File: src/sspc_pkg.sv
// Constants and types for the SPI master port script control
`default_nettype none
package sspc_pkg;

  // ==========================================================================
  // Script command codes
  localparam logic [1:0] SSPC_CMD_DISABLE = 2'h0;
  localparam logic [1:0] SSPC_CMD_ENABLE  = 2'h1;
  localparam logic [1:0] SSPC_CMD_BITS    = 2'h2;
  localparam logic [1:0] SSPC_CMD_XFER    = 2'h3;

  // ==========================================================================
  // Sizes and reset values
  localparam int          SSPC_NUM_PORTS   = 2;
  localparam int          SSPC_NUM_CS      = 4;
  localparam int          SSPC_MAX_BITS    = 32;
  localparam logic [5:0]  SSPC_BITS_RESET  = 6'h08;
  localparam logic [5:0]  SSPC_BITS_MIN    = 6'h04;
  localparam int          SSPC_CLK_HZ      = 20000000;
  localparam int          SSPC_SCLK_HZ     = 1000000;
  // Half period of the serial clock, longest time rounded down
  localparam int          SSPC_HALF_CYC    = (SSPC_CLK_HZ / SSPC_SCLK_HZ) / 2;

  // ==========================================================================
  // Controller states
  typedef enum logic [3:0] {
    SSPC_IDLE = 4'b0001,
    SSPC_EXEC = 4'b0010,
    SSPC_SHFT = 4'b0100,
    SSPC_DONE = 4'b1000
  } sspc_state_t;

endpackage : sspc_pkg
`default_nettype wire

File: src/sspc_ctrl.sv
// Script-driven control of an SPI master port: enable, disable, sample width
`timescale 1ns/1ps
`default_nettype none
// Notes on behaviour
// - Disable floats clock and data of port
// - Disable floats every chip select output
// - Enable drives port pins as master
// - Enable drives all chip selects high
// - Width command sets bits per sample
// - Width holds until script starts or ends, or changed
// - Commands act on port chosen at launch
module sspc_ctrl
  import sspc_pkg::*;
#(
  parameter int NPORT = SSPC_NUM_PORTS,
  parameter int NCS   = SSPC_NUM_CS,
  parameter int MAXW  = SSPC_MAX_BITS
) (
  // Clock and reset
  input  wire logic             clk,
  input  wire logic             reset,
  // Script runner
  input  wire logic             script_start,
  input  wire logic             script_port,
  input  wire logic             script_end,
  input  wire logic             cmd_valid,
  input  wire logic [1:0]       cmd_code,
  input  wire logic [5:0]       cmd_bits,
  input  wire logic [MAXW-1:0]  cmd_wdata,
  input  wire logic [NCS-1:0]   cs_level,
  output logic                  cmd_ready,
  output logic                  cmd_done,
  output logic [MAXW-1:0]       cmd_rdata,
  output logic                  port_enabled,
  output logic [5:0]            bits_per_sample,
  // SPI pins, output enable low while driven
  output logic [NPORT-1:0]      sclk_o,
  output logic [NPORT-1:0]      sclk_oe_n,
  output logic [NPORT-1:0]      mosi_o,
  output logic [NPORT-1:0]      mosi_oe_n,
  input  wire logic [NPORT-1:0] miso_i,
  output logic [NCS-1:0]        cs_o,
  output logic [NCS-1:0]        cs_oe_n
);

  // ==========================================================================
  // State
  typedef struct packed {
    sspc_state_t    st;
    logic           port;
    logic           en;
    logic [5:0]     bits;
    logic [NCS-1:0] cs;
    logic           done;
    logic [MAXW-1:0] rdata;
  } sspc_ctrl_t;

  sspc_ctrl_t r_reg, r_next;

  logic [NPORT-1:0] miso_m_reg;
  logic [NPORT-1:0] miso_s_reg;
  logic             sh_start;
  logic             sh_busy;
  logic [MAXW-1:0]  sh_rx;
  logic             sh_sclk;
  logic             sh_mosi;
  logic             sh_busy_d_reg;

  // Two-flop synchroniser for the slave data pins
  always_ff @(posedge clk or posedge reset) begin
    if (reset) begin
      miso_m_reg    <= '0;
      miso_s_reg    <= '0;
      sh_busy_d_reg <= 1'b0;
    end else begin
      miso_m_reg    <= miso_i;
      miso_s_reg    <= miso_m_reg;
      sh_busy_d_reg <= sh_busy;
    end
  end

  // ==========================================================================
  // Command sequencer
  always_comb begin
    r_next      = r_reg;
    r_next.done = 1'b0;
    sh_start    = 1'b0;
    unique case (r_reg.st)
      SSPC_IDLE: begin
        if (script_start) begin
          // Port latched once per script, commands carry none
          r_next.port = script_port;
          r_next.bits = SSPC_BITS_RESET;
        end else if (cmd_valid) begin
          r_next.st = SSPC_EXEC;
        end
      end
      SSPC_EXEC: begin
        unique case (cmd_code)
          SSPC_CMD_DISABLE: begin
            r_next.en = 1'b0;
            r_next.st = SSPC_DONE;
          end
          SSPC_CMD_ENABLE: begin
            r_next.en = 1'b1;
            r_next.cs = '1;
            r_next.st = SSPC_DONE;
          end
          SSPC_CMD_BITS: begin
            // Out-of-range widths are clamped rather than rejected
            if (cmd_bits < SSPC_BITS_MIN) begin
              r_next.bits = SSPC_BITS_MIN;
            end else if (cmd_bits > 6'(MAXW)) begin
              r_next.bits = 6'(MAXW);
            end else begin
              r_next.bits = cmd_bits;
            end
            r_next.st = SSPC_DONE;
          end
          SSPC_CMD_XFER: begin
            r_next.cs = cs_level;
            if (r_reg.en) begin
              sh_start  = 1'b1;
              r_next.st = SSPC_SHFT;
            end else begin
              r_next.st = SSPC_DONE;
            end
          end
        endcase
      end
      SSPC_SHFT: begin
        if (sh_busy_d_reg && !sh_busy) begin
          r_next.rdata = sh_rx;
          r_next.st    = SSPC_DONE;
        end
      end
      SSPC_DONE: begin
        r_next.done = 1'b1;
        r_next.st   = SSPC_IDLE;
      end
      default: r_next.st = SSPC_IDLE;
    endcase
    if (script_end && r_reg.st == SSPC_IDLE) begin
      // Width persists only for the running script
      r_next.bits = SSPC_BITS_RESET;
    end
  end

  always_ff @(posedge clk or posedge reset) begin
    if (reset) begin
      r_reg      <= '0;
      r_reg.st   <= SSPC_IDLE;
      r_reg.bits <= SSPC_BITS_RESET;
    end else begin
      r_reg <= r_next;
    end
  end

  sspc_shifter #(
    .MAXW (MAXW),
    .HALF (SSPC_HALF_CYC)
  ) u_shift (
    .clk       (clk),
    .reset     (reset),
    .start     (sh_start),
    .nbits     (r_reg.bits),
    .tx_data   (cmd_wdata),
    .busy      (sh_busy),
    .rx_data   (sh_rx),
    .sclk      (sh_sclk),
    .mosi      (sh_mosi),
    .miso_sync (miso_s_reg[r_reg.port])
  );

  // ==========================================================================
  // Pin drive
  genvar gp;
  generate
    for (gp = 0; gp < NPORT; gp++) begin : g_port
      assign sclk_o[gp]    = (r_reg.port == 1'(gp)) ? sh_sclk : 1'b0;
      assign mosi_o[gp]    = (r_reg.port == 1'(gp)) ? sh_mosi : 1'b0;
      // Only the launched port is driven, and only while enabled
      assign sclk_oe_n[gp] = ~(r_reg.en && r_reg.port == 1'(gp));
      assign mosi_oe_n[gp] = ~(r_reg.en && r_reg.port == 1'(gp));
    end
  endgenerate

  assign cs_o            = r_reg.cs;
  assign cs_oe_n         = {NCS{~r_reg.en}};
  assign cmd_ready       = (r_reg.st == SSPC_IDLE) && !script_start;
  assign cmd_done        = r_reg.done;
  assign cmd_rdata       = r_reg.rdata;
  assign port_enabled    = r_reg.en;
  assign bits_per_sample = r_reg.bits;

  // ==========================================================================
  // Checks
  a_disable_floats: assert property (@(posedge clk) disable iff (reset)
    (r_reg.st == SSPC_EXEC && cmd_code == SSPC_CMD_DISABLE) |=>
      (cs_oe_n == '1 && sclk_oe_n == '1 && mosi_oe_n == '1))
    else $error("disable left pins driven");
  a_disable_cs: assert property (@(posedge clk) disable iff (reset)
    !port_enabled |-> cs_oe_n == '1)
    else $error("chip select driven while disabled");
  a_enable_drive: assert property (@(posedge clk) disable iff (reset)
    (r_reg.st == SSPC_EXEC && cmd_code == SSPC_CMD_ENABLE) |=>
      (sclk_oe_n[r_reg.port] == 1'b0 && mosi_oe_n[r_reg.port] == 1'b0))
    else $error("enable did not drive port");
  a_enable_cs: assert property (@(posedge clk) disable iff (reset)
    (r_reg.st == SSPC_EXEC && cmd_code == SSPC_CMD_ENABLE) |=>
      (cs_o == '1 && cs_oe_n == '0))
    else $error("enable did not drive selects high");
  a_bits_set: assert property (@(posedge clk) disable iff (reset)
    (r_reg.st == SSPC_EXEC && cmd_code == SSPC_CMD_BITS && cmd_bits >= SSPC_BITS_MIN &&
     cmd_bits <= 6'(MAXW)) |=> bits_per_sample == $past(cmd_bits))
    else $error("width not taken");
  a_bits_hold: assert property (@(posedge clk) disable iff (reset)
    (!$past(script_start) && !$past(script_end) &&
     !($past(r_reg.st) == SSPC_EXEC && $past(cmd_code) == SSPC_CMD_BITS))
      |-> $stable(bits_per_sample))
    else $error("width changed without command");
  a_port_stable: assert property (@(posedge clk) disable iff (reset)
    (r_reg.st != SSPC_IDLE) |=> $stable(r_reg.port))
    else $error("port changed during command");
  a_one_at_time: assert property (@(posedge clk) disable iff (reset)
    cmd_done |-> ##1 !cmd_done)
    else $error("done repeated");

endmodule : sspc_ctrl
`default_nettype wire

File: src/sspc_shifter.sv
// Serial shifter that clocks one sample of programmable width
`timescale 1ns/1ps
`default_nettype none
module sspc_shifter
  import sspc_pkg::*;
#(
  parameter int MAXW = SSPC_MAX_BITS,
  parameter int HALF = SSPC_HALF_CYC
) (
  // Clock and reset
  input  wire logic            clk,
  input  wire logic            reset,
  // Control
  input  wire logic            start,
  input  wire logic [5:0]      nbits,
  input  wire logic [MAXW-1:0] tx_data,
  output logic                 busy,
  output logic [MAXW-1:0]      rx_data,
  // Serial side
  output logic                 sclk,
  output logic                 mosi,
  input  wire logic            miso_sync
);

  typedef struct packed {
    logic            busy;
    logic            sclk;
    logic [5:0]      left;
    logic [7:0]      div;
    logic [MAXW-1:0] sh;
    logic [MAXW-1:0] rx;
  } sspc_sh_t;

  sspc_sh_t s_reg, s_next;

  always_comb begin
    s_next = s_reg;
    if (!s_reg.busy) begin
      if (start) begin
        s_next.busy = 1'b1;
        s_next.left = nbits;
        s_next.div  = 8'h00;
        // Left-justify so the MSB of the sample goes first
        s_next.sh   = tx_data << (6'(MAXW) - nbits);
        s_next.rx   = '0;
      end
    end else if (s_reg.div == 8'(HALF - 1)) begin
      s_next.div  = 8'h00;
      s_next.sclk = ~s_reg.sclk;
      if (!s_reg.sclk) begin
        s_next.rx = {s_reg.rx[MAXW-2:0], miso_sync};
      end else begin
        s_next.sh   = {s_reg.sh[MAXW-2:0], 1'b0};
        s_next.left = s_reg.left - 6'h01;
        if (s_reg.left == 6'h01) begin
          s_next.busy = 1'b0;
        end
      end
    end else begin
      s_next.div = s_reg.div + 8'h01;
    end
  end

  always_ff @(posedge clk or posedge reset) begin
    if (reset) begin
      s_reg <= '0;
    end else begin
      s_reg <= s_next;
    end
  end

  assign busy    = s_reg.busy;
  assign sclk    = s_reg.sclk;
  assign mosi    = s_reg.sh[MAXW-1];
  assign rx_data = s_reg.rx;

endmodule : sspc_shifter
`default_nettype wire

File: config.mk
export PLATFORM = sky130hd
export DESIGN_NAME = sspc_ctrl
export DESIGN_NICKNAME = d
export VERILOG_FILES = /design/src/sspc_pkg.sv /design/src/sspc_ctrl.sv /design/src/sspc_shifter.sv
export SDC_FILE = /design/constraint.sdc
export NUM_CORES = 1
export LEC_CHECK = 0
export BUFFER_PORTS_ARGS = -buffer_cell sky130_fd_sc_hd__buf_2
export CORE_ASPECT_RATIO = 0.7
export CORE_UTILIZATION = 49
export DETAILED_ROUTE_END_ITERATION = 8
export PLACE_DENSITY = 0.72
export SYNTH_ARGS = -nofsm -noshare
export SYNTH_HDL_FRONTEND = slang
export SYNTH_SLANG_ARGS = --single-unit
File: constraint.sdc
create_clock -name clk -period 5.25 [get_ports clk]
set_clock_uncertainty 0.1 [all_clocks]
set_input_delay 0.2625 -clock clk [delete_from_list [all_inputs] [get_ports clk]]
set_output_delay 0.2625 -clock clk [all_outputs]
set_load 0.005 [all_outputs]
==> flow_metrics.env, run 1 <==
export IMPL_crit_type="reg2reg"
export IMPL_avgRoutedWirePerCell_um=17.64
export IMPL_use_met1_pct=33.27
export IMPL_setup_violations=0
export IMPL_num_antenna_cells=0
export IMPL_drtAntennaViolNets=0
export IMPL_cts_htree_levels=4
export IMPL_worst_pin_slew_ps=1089
export IMPL_seqCellArea_um2=3356
export IMPL_initial_core_util_pct=50.63
export IMPL_cts_sinks=134
export IMPL_cts_inserted_buffers=17
export IMPL_finalCritPeriodShare_pct=64.98
export IMPL_gp_congestion=0.8499
export IMPL_powerDensity_nw_per_um2=299.1
export IMPL_ys_ff_latch=134
export IMPL_antenna_found_initial=0
export IMPL_yosysTopAreaCellShare_pct=44.04
export IMPL_grt_max_degree=81
export IMPL_endpoint_kind="register"
export IMPL_ioPinCount=109
export IMPL_grtUsageMet2_pct=35.15
export IMPL_drive_gt1_share_pct=28.70
export IMPL_yosysSeqAreaShare_pct=44.74
export IMPL_synth_distinct_cells=57
export IMPL_largest_reg_flops=45
export IMPL_drc_errors=0
export IMPL_finalCriticalPeriod_ps=3412
export IMPL_synth_top_area_cell="dfrtp_1"
export IMPL_rsz0062_at_grt="false"
export IMPL_clk_pin_slew_worst_paths_ps=60
export IMPL_multi_input_area_um2=3505
export IMPL_dpl_hpwl_um=11970
export IMPL_synthTopCellsByArea="dfrtp_1, mux2_2, mux2i_1"
export IMPL_slowest_stage="a21oi_2"
export IMPL_viasPerCell=5.988
export IMPL_drt_wl_total_um=17390
export IMPL_syn_area_per_cell_um2=10.32
export IMPL_core_um2=14810
export IMPL_synth_cells=727
export IMPL_cp_slowest_stage_delay_ps=850
export IMPL_cts_max_path_buffers=2
export IMPL_path_max_fanout=24
export IMPL_first_global_vias=5597
export IMPL_insertion_delay_ps=400
export IMPL_ys_warn_count=0
export IMPL_timing_fmax_mhz=293.1
export IMPL_die_w_um=149.9
export IMPL_run_status="finished, violations left"
export IMPL_critPathLaunchType="register"
export IMPL_failed_checks="hold timing"
export IMPL_cp_arrival_ps=3630
export IMPL_ys_flop_type="dfrtp_1"
export IMPL_via_count=5904
export IMPL_final_nets=835
export IMPL_root_buffer="clkbuf_16"
export IMPL_ir_drop_mv=0.2725
export IMPL_grtUsageMet3_pct=3.939
export IMPL_grt_busiest_layer="met2"
export IMPL_cts_tree="built"
export IMPL_drt_iter0_markers=512
export IMPL_holdWs_ps=-14.02
export IMPL_synthToLayoutAreaGrowth_pct=13.18
export IMPL_hold_viol=7
export IMPL_die_h_um=105.5
export IMPL_syn_num_nets=784
export IMPL_p_leak_nw=4.070
export IMPL_io_buffers=108
export IMPL_synth_async_reset_ratio_pct=100.0
export IMPL_power_mw=2.538
export IMPL_fp_dieArea_um2=15810
export IMPL_first_pass_iters=5
export IMPL_track_usage_pct=22.97
export IMPL_slew_headroom_pct=27.42
export IMPL_ctsResizeCount=0
export IMPL_grt_pass1_wl_um=28550
export IMPL_globalRouteOverflowTotal=0
export IMPL_n_fill_cell=1276
export IMPL_slew_violations=0
export IMPL_synth_edf_count=0
export IMPL_num_rows=37
export IMPL_worstPathRequired_ps=5470
export IMPL_syn_cell_area_um2=7500
export IMPL_drv_cap=0
export IMPL_final_setup_tns_ps=0
export IMPL_worstPathCellList="inv_2 > ha_1 > nor3b_1 > mux2i_1 > nand2_1 > a21oi_2 > buf_4 > o211ai_1 > a21oi_1"
export IMPL_worstHoldPathType="in2async"
## cell families after synthesis
group | count (synthesis) | synth area share (%)
AO/OA/AOI/OAI | 181 | 16.92
XOR/XNOR | 6 | 0.9510
adder cells (fa/ha/maj) | 5 | 0.8342
buffers and inverters | 111 | 8.792
flip-flops | 134 | 44.74
multiplexers | 99 | 15.85
AND/OR/NAND/NOR | 191 | 11.91
## area by class of cell
class / instances / area share (%)
clock inverter: 12 / 2.064
multi-input combinational: 482 / 41.29
clock buffer: 20 / 5.262
sequential: 134 / 39.53
timing repair buffer: 128 / 8.284
tap: 195 / 2.874
inverter: 15 / 0.6928
## power breakdown
| group | leakage, nW | switching, mW | internal (mW) |
|---|---|---|---|
| combinational | 1.95 | 0.122 | 0.0920 |
| clock | 0.297 | 0.437 | 0.808 |
| sequential | 1.82 | 0.0235 | 1.06 |
| total | 4.07 | 0.582 | 1.96 |
## metal layers
| layer | wire, um | up-vias |
|---|---|---|
| met2 | 7957 | 231 |
| met1 | 8110 | 2938 |
| met5 | 0 | - |
| li1 | - | 2711 |
| met4 | 225 | 0 |
| met3 | 1097 | 24 |
## cells in the mapped netlist, types with 2 or more instances
cell type  count
a21oi_1       39
a221oi_1      12
a221oi_2       3
a22o_1        35
a22oi_1        3
a31oi_1        9
a32o_1         2
a32oi_1        9
and2_1         6
and3_1         5
buf_2         17
buf_4         55
buf_6          2
clkbuf_1      21
dfrtp_1      132
dfstp_2        2
ha_1           5
inv_1         14
mux2_2        44
mux2i_1       43
mux4_2        11
nand2_1       66
nand2b_1       6
nand3_1       13
nand3b_1       2
nand4_1        5
nor2_1        64
nor2b_1        6
nor3_1         7
nor3b_1        3
nor4b_1        5
o211ai_1      15
o21ai_0       36
o21bai_1       2
o311ai_0       2
o31a_1         2
xnor2_1        4
## worst paths after layout
path                               startpoint                 end  slack [ps]  depth (start not counted)
max                        bits_per_sample[0]   u_shift.s_reg[60]        1840                          9
min                                     reset        cmd_rdata[6]         -10                          2
max reg2reg                bits_per_sample[0]   u_shift.s_reg[60]        1840                          9
min reg2reg                     miso_m_reg[0]       miso_s_reg[0]         250                          0
max in group asynchronous               reset  u_shift.rx_data[4]        3780                          3
min in group clk                  cmd_bits[2]  bits_per_sample[2]          40                          3
## stage by stage
| step | utilization, % | instances | area, um^2 | hold slack [ps] | setup slack [ps] |
|---|---|---|---|---|---|
| floorplan | - | 727 | 7500 | 193.9 | 1308 |
| global placement | 52.76 | 949 | 7816 | 232.4 | 1974 |
| detailed placement | 52.76 | 949 | 7816 | 236.4 | 1872 |
| CTS | 57.30 | 986 | 8488 | 19.82 | 1869 |
| global route | 57.30 | 986 | 8488 | 32.17 | 1572 |
| finish | 57.30 | 986 | 8488 | -14.02 | 1838 |
## critical path: cells and delay by family (launching register included)
| family | cells | cell delay [ps] |
|---|---|---|
| AO/OA/AOI/OAI | 3 | 1120 |
| buffers and inverters | 2 | 640 |
| adder cells (fa/ha/maj) | 1 | 420 |
| AND/OR/NAND/NOR | 2 | 440 |
| flip-flops | 1 | 380 |
| multiplexers | 1 | 230 |
## cells in the final DEF (no fill, tap or decap), types with 15 or more instances in the layout
master	synthesis	final
dfrtp_1	132	132
buf_2	17	108
nand2_1	66	66
nor2_1	64	62
mux2_2	44	44
mux2i_1	43	43
a21oi_1	39	37
o21ai_0	36	36
a22o_1	35	35
clkbuf_16	0	17
o211ai_1	15	15
buf_4	55	15
## what timing repair did
action | in CTS | in global routing
buffers inserted | 0 | 0
hold buffers | 5 | 0
hold endpoints to repair | 5 | 0
Power figures use the tool's default switching activity.
==> inputs of run 2 (changes only) <==
Settings changed: ABC_AREA from default to 1.
Clock period 5.25 ns to 3.2 ns, I/O delays scaled along.
==> flow_metrics.env, run 2 <==
export IMPL_run_status="finished, violations left"
export IMPL_failed_checks="DRC"
export IMPL_synthTopCellsByArea="dfrtp_1, nand2_1, nand3_1"
export IMPL_final_nets=1138
export IMPL_syn_num_nets=1081
export IMPL_synth_distinct_cells=40
export IMPL_worstPathRequired_ps=3400
export IMPL_synth_fa_ha_area_share_pct=0.8072
export IMPL_cts_inserted_buffers=17
export IMPL_cts_htree_levels=4
export IMPL_rsz0062_at_grt="false"
export IMPL_synth_cells=1024
export IMPL_cts_sinks=134
export IMPL_drt_iter0_markers=784
export IMPL_synth_top_area_cell="dfrtp_1"
export IMPL_crit_type="reg2reg"
export IMPL_yosysSeqAreaShare_pct=43.30
export IMPL_hold_path_endpoint="bits_per_sample[2]"
export IMPL_root_buffer="clkbuf_16"
export IMPL_synth_xor_area_share_pct=1.017
export IMPL_cts_tree="built"
export IMPL_timing_rr_end="u_shift.s_reg[48]"
export IMPL_grt_pass1_wl_um=32220
export IMPL_p_leak_nw=4.612
export IMPL_place_area_um2=8019
export IMPL_fp_dieArea_um2=16330
export IMPL_worstHoldPathType="in2reg"
export IMPL_cts_max_path_buffers=2
export IMPL_clk_pin_slew_worst_paths_ps=70
export IMPL_setup_violations=0
export IMPL_final_cell_mix="nand2_1, nand3_1, dfrtp_1"
export IMPL_first_pass_iters=8
export IMPL_path_max_fanout=39
export IMPL_holdWs_ps=12.68
export IMPL_synth_edf_count=0
export IMPL_hold_viol=0
export IMPL_drive_gt1_share_pct=16.45
export IMPL_final_util_pct=56.79
export IMPL_num_rows=38
export IMPL_finalCriticalPeriod_ps=2458
export IMPL_synth_most_common_cell="nand2_1"
export IMPL_timing_fmax_mhz=406.8
export IMPL_ctsResizeCount=0
export IMPL_power_mw=6.427
export IMPL_cp_arrival_ps=2660
export IMPL_drt_wl_total_um=19250
export IMPL_worstHoldStart="cmd_bits[2]"
export IMPL_viasPerCell=5.422
export IMPL_slew_headroom_pct=42.69
export IMPL_synthTopCellsByCount="nand2_1, nand3_1, dfrtp_1"
export IMPL_initial_core_util_pct=50.15
export IMPL_ir_drop_mv=0.3761
export IMPL_final_setup_tns_ps=0
export IMPL_ys_ff_latch=134
export IMPL_slew_violations=0
export IMPL_ys_warn_count=0
export IMPL_antenna_found_initial=0
export IMPL_first_global_vias=6466
export IMPL_via_count=7016
export IMPL_ff2ff_setup_slack_ps=740
export IMPL_layout_commonest_cell="nand2_1"
export IMPL_synthToLayoutAreaGrowth_pct=13.24
export IMPL_largest_reg_flops=45
export IMPL_synth_simple_gate_area_share_pct=30.79
export IMPL_drv_cap=0
export IMPL_ys_flop_type="dfrtp_1"
export IMPL_syn_cell_area_um2=7750
export IMPL_die_w_um=152.3
export IMPL_synthMuxAreaShare_pct=0.1453
export IMPL_synth_compound_area_share_pct=11.22
export IMPL_insertion_delay_ps=410
export IMPL_grt_max_degree=65
export IMPL_r2r_start="bits_per_sample[0]"
export IMPL_reg2reg_depth=11
export IMPL_fin_area_um2=8776
export IMPL_num_antenna_cells=0
export IMPL_ioPinCount=109
export IMPL_syn_area_per_cell_um2=7.568
export IMPL_synth_async_reset_ratio_pct=100.0
export IMPL_synth_top_family_by_area="simple AND/OR/NAND/NOR gates"
export IMPL_track_usage_pct=24.44
export IMPL_drc_errors=10
export IMPL_endpoint_kind="register"
export IMPL_drtAntennaViolNets=0
export IMPL_avgRoutedWirePerCell_um=14.87
export IMPL_dpl_hpwl_um=13220
export IMPL_core_um2=15450
export IMPL_globalRouteOverflowTotal=0
export IMPL_worst_pin_slew_ps=857.8
export IMPL_finalCritPeriodShare_pct=76.81
export IMPL_io_buffers=108
export IMPL_powerDensity_nw_per_um2=732.4
export IMPL_critPathLaunchType="register"
export IMPL_yosysTopAreaCellShare_pct=42.62
export IMPL_gp_congestion=0.9841
export IMPL_die_h_um=107.2
export IMPL_min_path_cells=3
run 2: routing by layer:
layer | vias up | track usage (%) | routed length [um]
li1 | 3472 | - | -
met3 | 7 | 4.810 | 1454
met5 | - | 0 | 0
met2 | 250 | 36.73 | 8229
met1 | 3287 | 36.46 | 9492
met4 | 0 | 4.738 | 68
run 2: area by class of cell:
class / count / area [um^2]
Multi-Input combinational cell: 698 / 3408
Inverter: 92 / 349.1
Tap cell: 200 / 250.2
Fill cell: 1465 / 6676
Timing Repair Buffer: 138 / 835.8
Sequential cell: 134 / 3356
Clock buffer: 17 / 425.4
Clock inverter: 15 / 151.4
run 2: logic make-up after synthesis:
group / Yosys count
compound gates: 147
xor+xnor: 9
fa+ha+maj: 5
buf+inv: 192
flops: 134
mux: 1
simple gates: 536
run 2: stage by stage:
step	std cells	worst slack, ps
finish	1294	742.0
global route	1294	497.8
CTS	1294	756.6
detailed placement	1244	788.1
global placement	1244	824.7
floorplan	1024	973.2
run 2: power by group:
group | leakage (nW) | switching, mW | internal (mW)
logic | 2.74 | 1.88 | 0.798
registers | 1.59 | 0.0800 | 1.79
clock network | 0.279 | 0.841 | 1.04
total | 4.61 | 2.80 | 3.63
run 2: how the worst max path moves through the flow:
stage,cells after the start,start,end
after CTS,10,u_shift.s_reg[65],u_shift.s_reg[54]
after global placement,10,u_shift.s_reg[65],u_shift.s_reg[54]
after floorplan,13,bits_per_sample[0],u_shift.mosi
after detailed placement,10,u_shift.s_reg[65],u_shift.s_reg[54]
final,11,bits_per_sample[0],u_shift.s_reg[48]
after global routing,11,bits_per_sample[0],u_shift.s_reg[60]
run 2: what timing repair did:
item                      in CTS  in global routing
hold buffers                  18                  0
hold endpoints to repair      47                  0
setup buffers                  0                  0
run 2: critical path: stages (launching register included):
cell and delay, ps:
dfrtp_1 390, inv_2 60, buf_4 340, nand2_1 100
nand2_1 80, nand2_2 260, inv_2 490, nand3_1 140
o21ai_1 120, nor2_1 70, nor2_1 120, nor2_1 50
==> inputs of run 3 (changes only) <==
Clock period 3.2 ns to 2.3 ns, I/O delays scaled along.
==> flow_metrics.env, run 3 (synthesis gave the netlist of run 2 again) <==
export IMPL_run_status="finished, violations left"
export IMPL_failed_checks="DRC"
export IMPL_drive_gt1_share_pct=17.64
export IMPL_timing_rr_end="u_shift.s_reg[53]"
export IMPL_drv_cap=0
export IMPL_worstPathRequired_ps=2510
export IMPL_layout_commonest_cell="nand2_1"
export IMPL_critPathLaunchType="register"
export IMPL_timing_fmax_mhz=467.3
export IMPL_reg2reg_depth=13
export IMPL_synthToLayoutAreaGrowth_pct=16.00
export IMPL_antenna_found_initial=0
export IMPL_first_pass_iters=8
export IMPL_p_leak_nw=4.708
export IMPL_drtAntennaViolNets=0
export IMPL_first_global_vias=6602
export IMPL_final_nets=1155
export IMPL_powerDensity_nw_per_um2=1037
export IMPL_ir_drop_mv=0.5053
export IMPL_worstHoldPathType="in2reg"
export IMPL_hold_viol=0
export IMPL_viasPerCell=5.475
export IMPL_drc_errors=9
export IMPL_finalCritPeriodShare_pct=93.04
export IMPL_worst_pin_slew_ps=627.9
export IMPL_slew_headroom_pct=58.14
export IMPL_track_usage_pct=25.28
export IMPL_root_buffer="clkbuf_16"
export IMPL_cp_startpoint="bits_per_sample[1]"
export IMPL_via_count=7178
export IMPL_num_antenna_cells=0
export IMPL_ioPinCount=109
export IMPL_num_rows=38
export IMPL_drt_wl_total_um=19920
export IMPL_avgRoutedWirePerCell_um=15.19
export IMPL_path_max_fanout=20
export IMPL_globalRouteOverflowTotal=0
export IMPL_gp_congestion=1.013
export IMPL_grt_pass1_wl_um=32780
export IMPL_dpl_hpwl_um=13790
export IMPL_grt_max_degree=86
export IMPL_final_util_pct=58.18
export IMPL_rsz0062_at_grt="false"
export IMPL_crit_type="reg2reg"
export IMPL_cts_max_path_buffers=2
export IMPL_endpoint="u_shift.s_reg[53]"
export IMPL_core_um2=15450
export IMPL_cts_tree="built"
export IMPL_final_setup_tns_ps=0
export IMPL_slew_violations=0
export IMPL_die_h_um=107.2
export IMPL_cts_setup_buffers=0
export IMPL_cp_arrival_ps=2350
export IMPL_final_cell_mix="nand2_1, nand3_1, dfrtp_1"
export IMPL_min_path_cells=5
export IMPL_drt_iter0_markers=896
export IMPL_r2r_start="bits_per_sample[1]"
export IMPL_cts_inserted_buffers=17
export IMPL_fp_dieArea_um2=16330
export IMPL_finalCriticalPeriod_ps=2140
export IMPL_cts_htree_levels=4
export IMPL_die_w_um=152.3
export IMPL_io_buffers=108
export IMPL_endpoint_kind="register"
export IMPL_insertion_delay_ps=420
export IMPL_largest_reg_flops=45
export IMPL_setup_violations=0
export IMPL_initial_core_util_pct=50.15
export IMPL_clk_pin_slew_worst_paths_ps=70
export IMPL_ff2ff_setup_slack_ps=160
export IMPL_cts_sinks=134
[run 3: changes by cell type in the layout (fill, tap and decap cells not counted)]
cell	change
inv_2	-1
nor2_4	+2
bufinv_16	+1
inv_8	-2
buf_12	+1
nor2_1	-4
dlygate4sd3_1	+5
inv_4	+1
inv_6	-2
clkinv_8	+3
buf_4	+11
nor2_2	+2
[run 3: cell type report]
class,instances,area [um^2]
fillers,1409,6462
multi-input cells,698,3428
flip-flops and latches,134,3356
repair buffers,155,988.4
clock buffers,17,425.4
inverters,92,351.6
well taps,200,250.2
clock inverters,15,190.2
[run 3: repair_timing]
action / in CTS / in global routing
hold buffers: 23 / 0
hold endpoints to repair: 147 / 0
gates resized for setup: 0 / 8
endpoints found under the setup margin: 0 / 7
[run 3: where the power goes]
group	total (mW)	switching [mW]	leakage (nW)	internal, mW
logic	3.95	2.70	2.82	1.25
clock network	2.77	1.20	0.293	1.56
registers	2.61	0.113	1.59	2.49
total	9.32	4.01	4.71	5.31
[run 3: critical path, cell delays in order, from the launching register on]
cell and delay (ps):
dfrtp_1 390, inv_1 90, ha_1 310, inv_1 80, buf_4 230, nand3_1 140
nand3_1 150, nand2_1 100, nand2_1 70, nand2_1 70, nand2_1 120, nand3_1 90
nand2_1 60, inv_1 40
[run 3: through the flow]
step	power [mW]	hold slack (ps)	setup WS, ps	instances	cell area, um^2
3_3_place_gp	6.393	139.4	254.3	1256	8122
5_1_grt	9.912	89.50	6.053	1311	8990
2_1_floorplan	5.448	46.43	73.24	1024	7754
6_report	9.322	69.97	160.2	1311	8990
3_5_place_dp	6.396	138.5	238.8	1256	8122
4_1_cts	9.230	17.54	20.82	1311	8967
[run 3: worst min path at each step]
stage	start	endpoint	slack, ps
global route	cmd_code[0]	cs_o[3]	90
global placement	miso_i[1]	miso_m_reg[1]	140
floorplan	miso_i[0]	miso_m_reg[0]	50
CTS	cmd_code[0]	r_reg[47]	20
finish	cmd_code[0]	cs_o[0]	70
detailed placement	miso_i[1]	miso_m_reg[1]	140
[run 3: layer usage]
metal	vias to the layer above	track usage, %	routed length [um]
li1	3504	-	-
met1	3372	37.77	9768
met2	291	36.24	8413
met3	11	6.871	1631
met4	0	5.466	103
met5	-	0	0
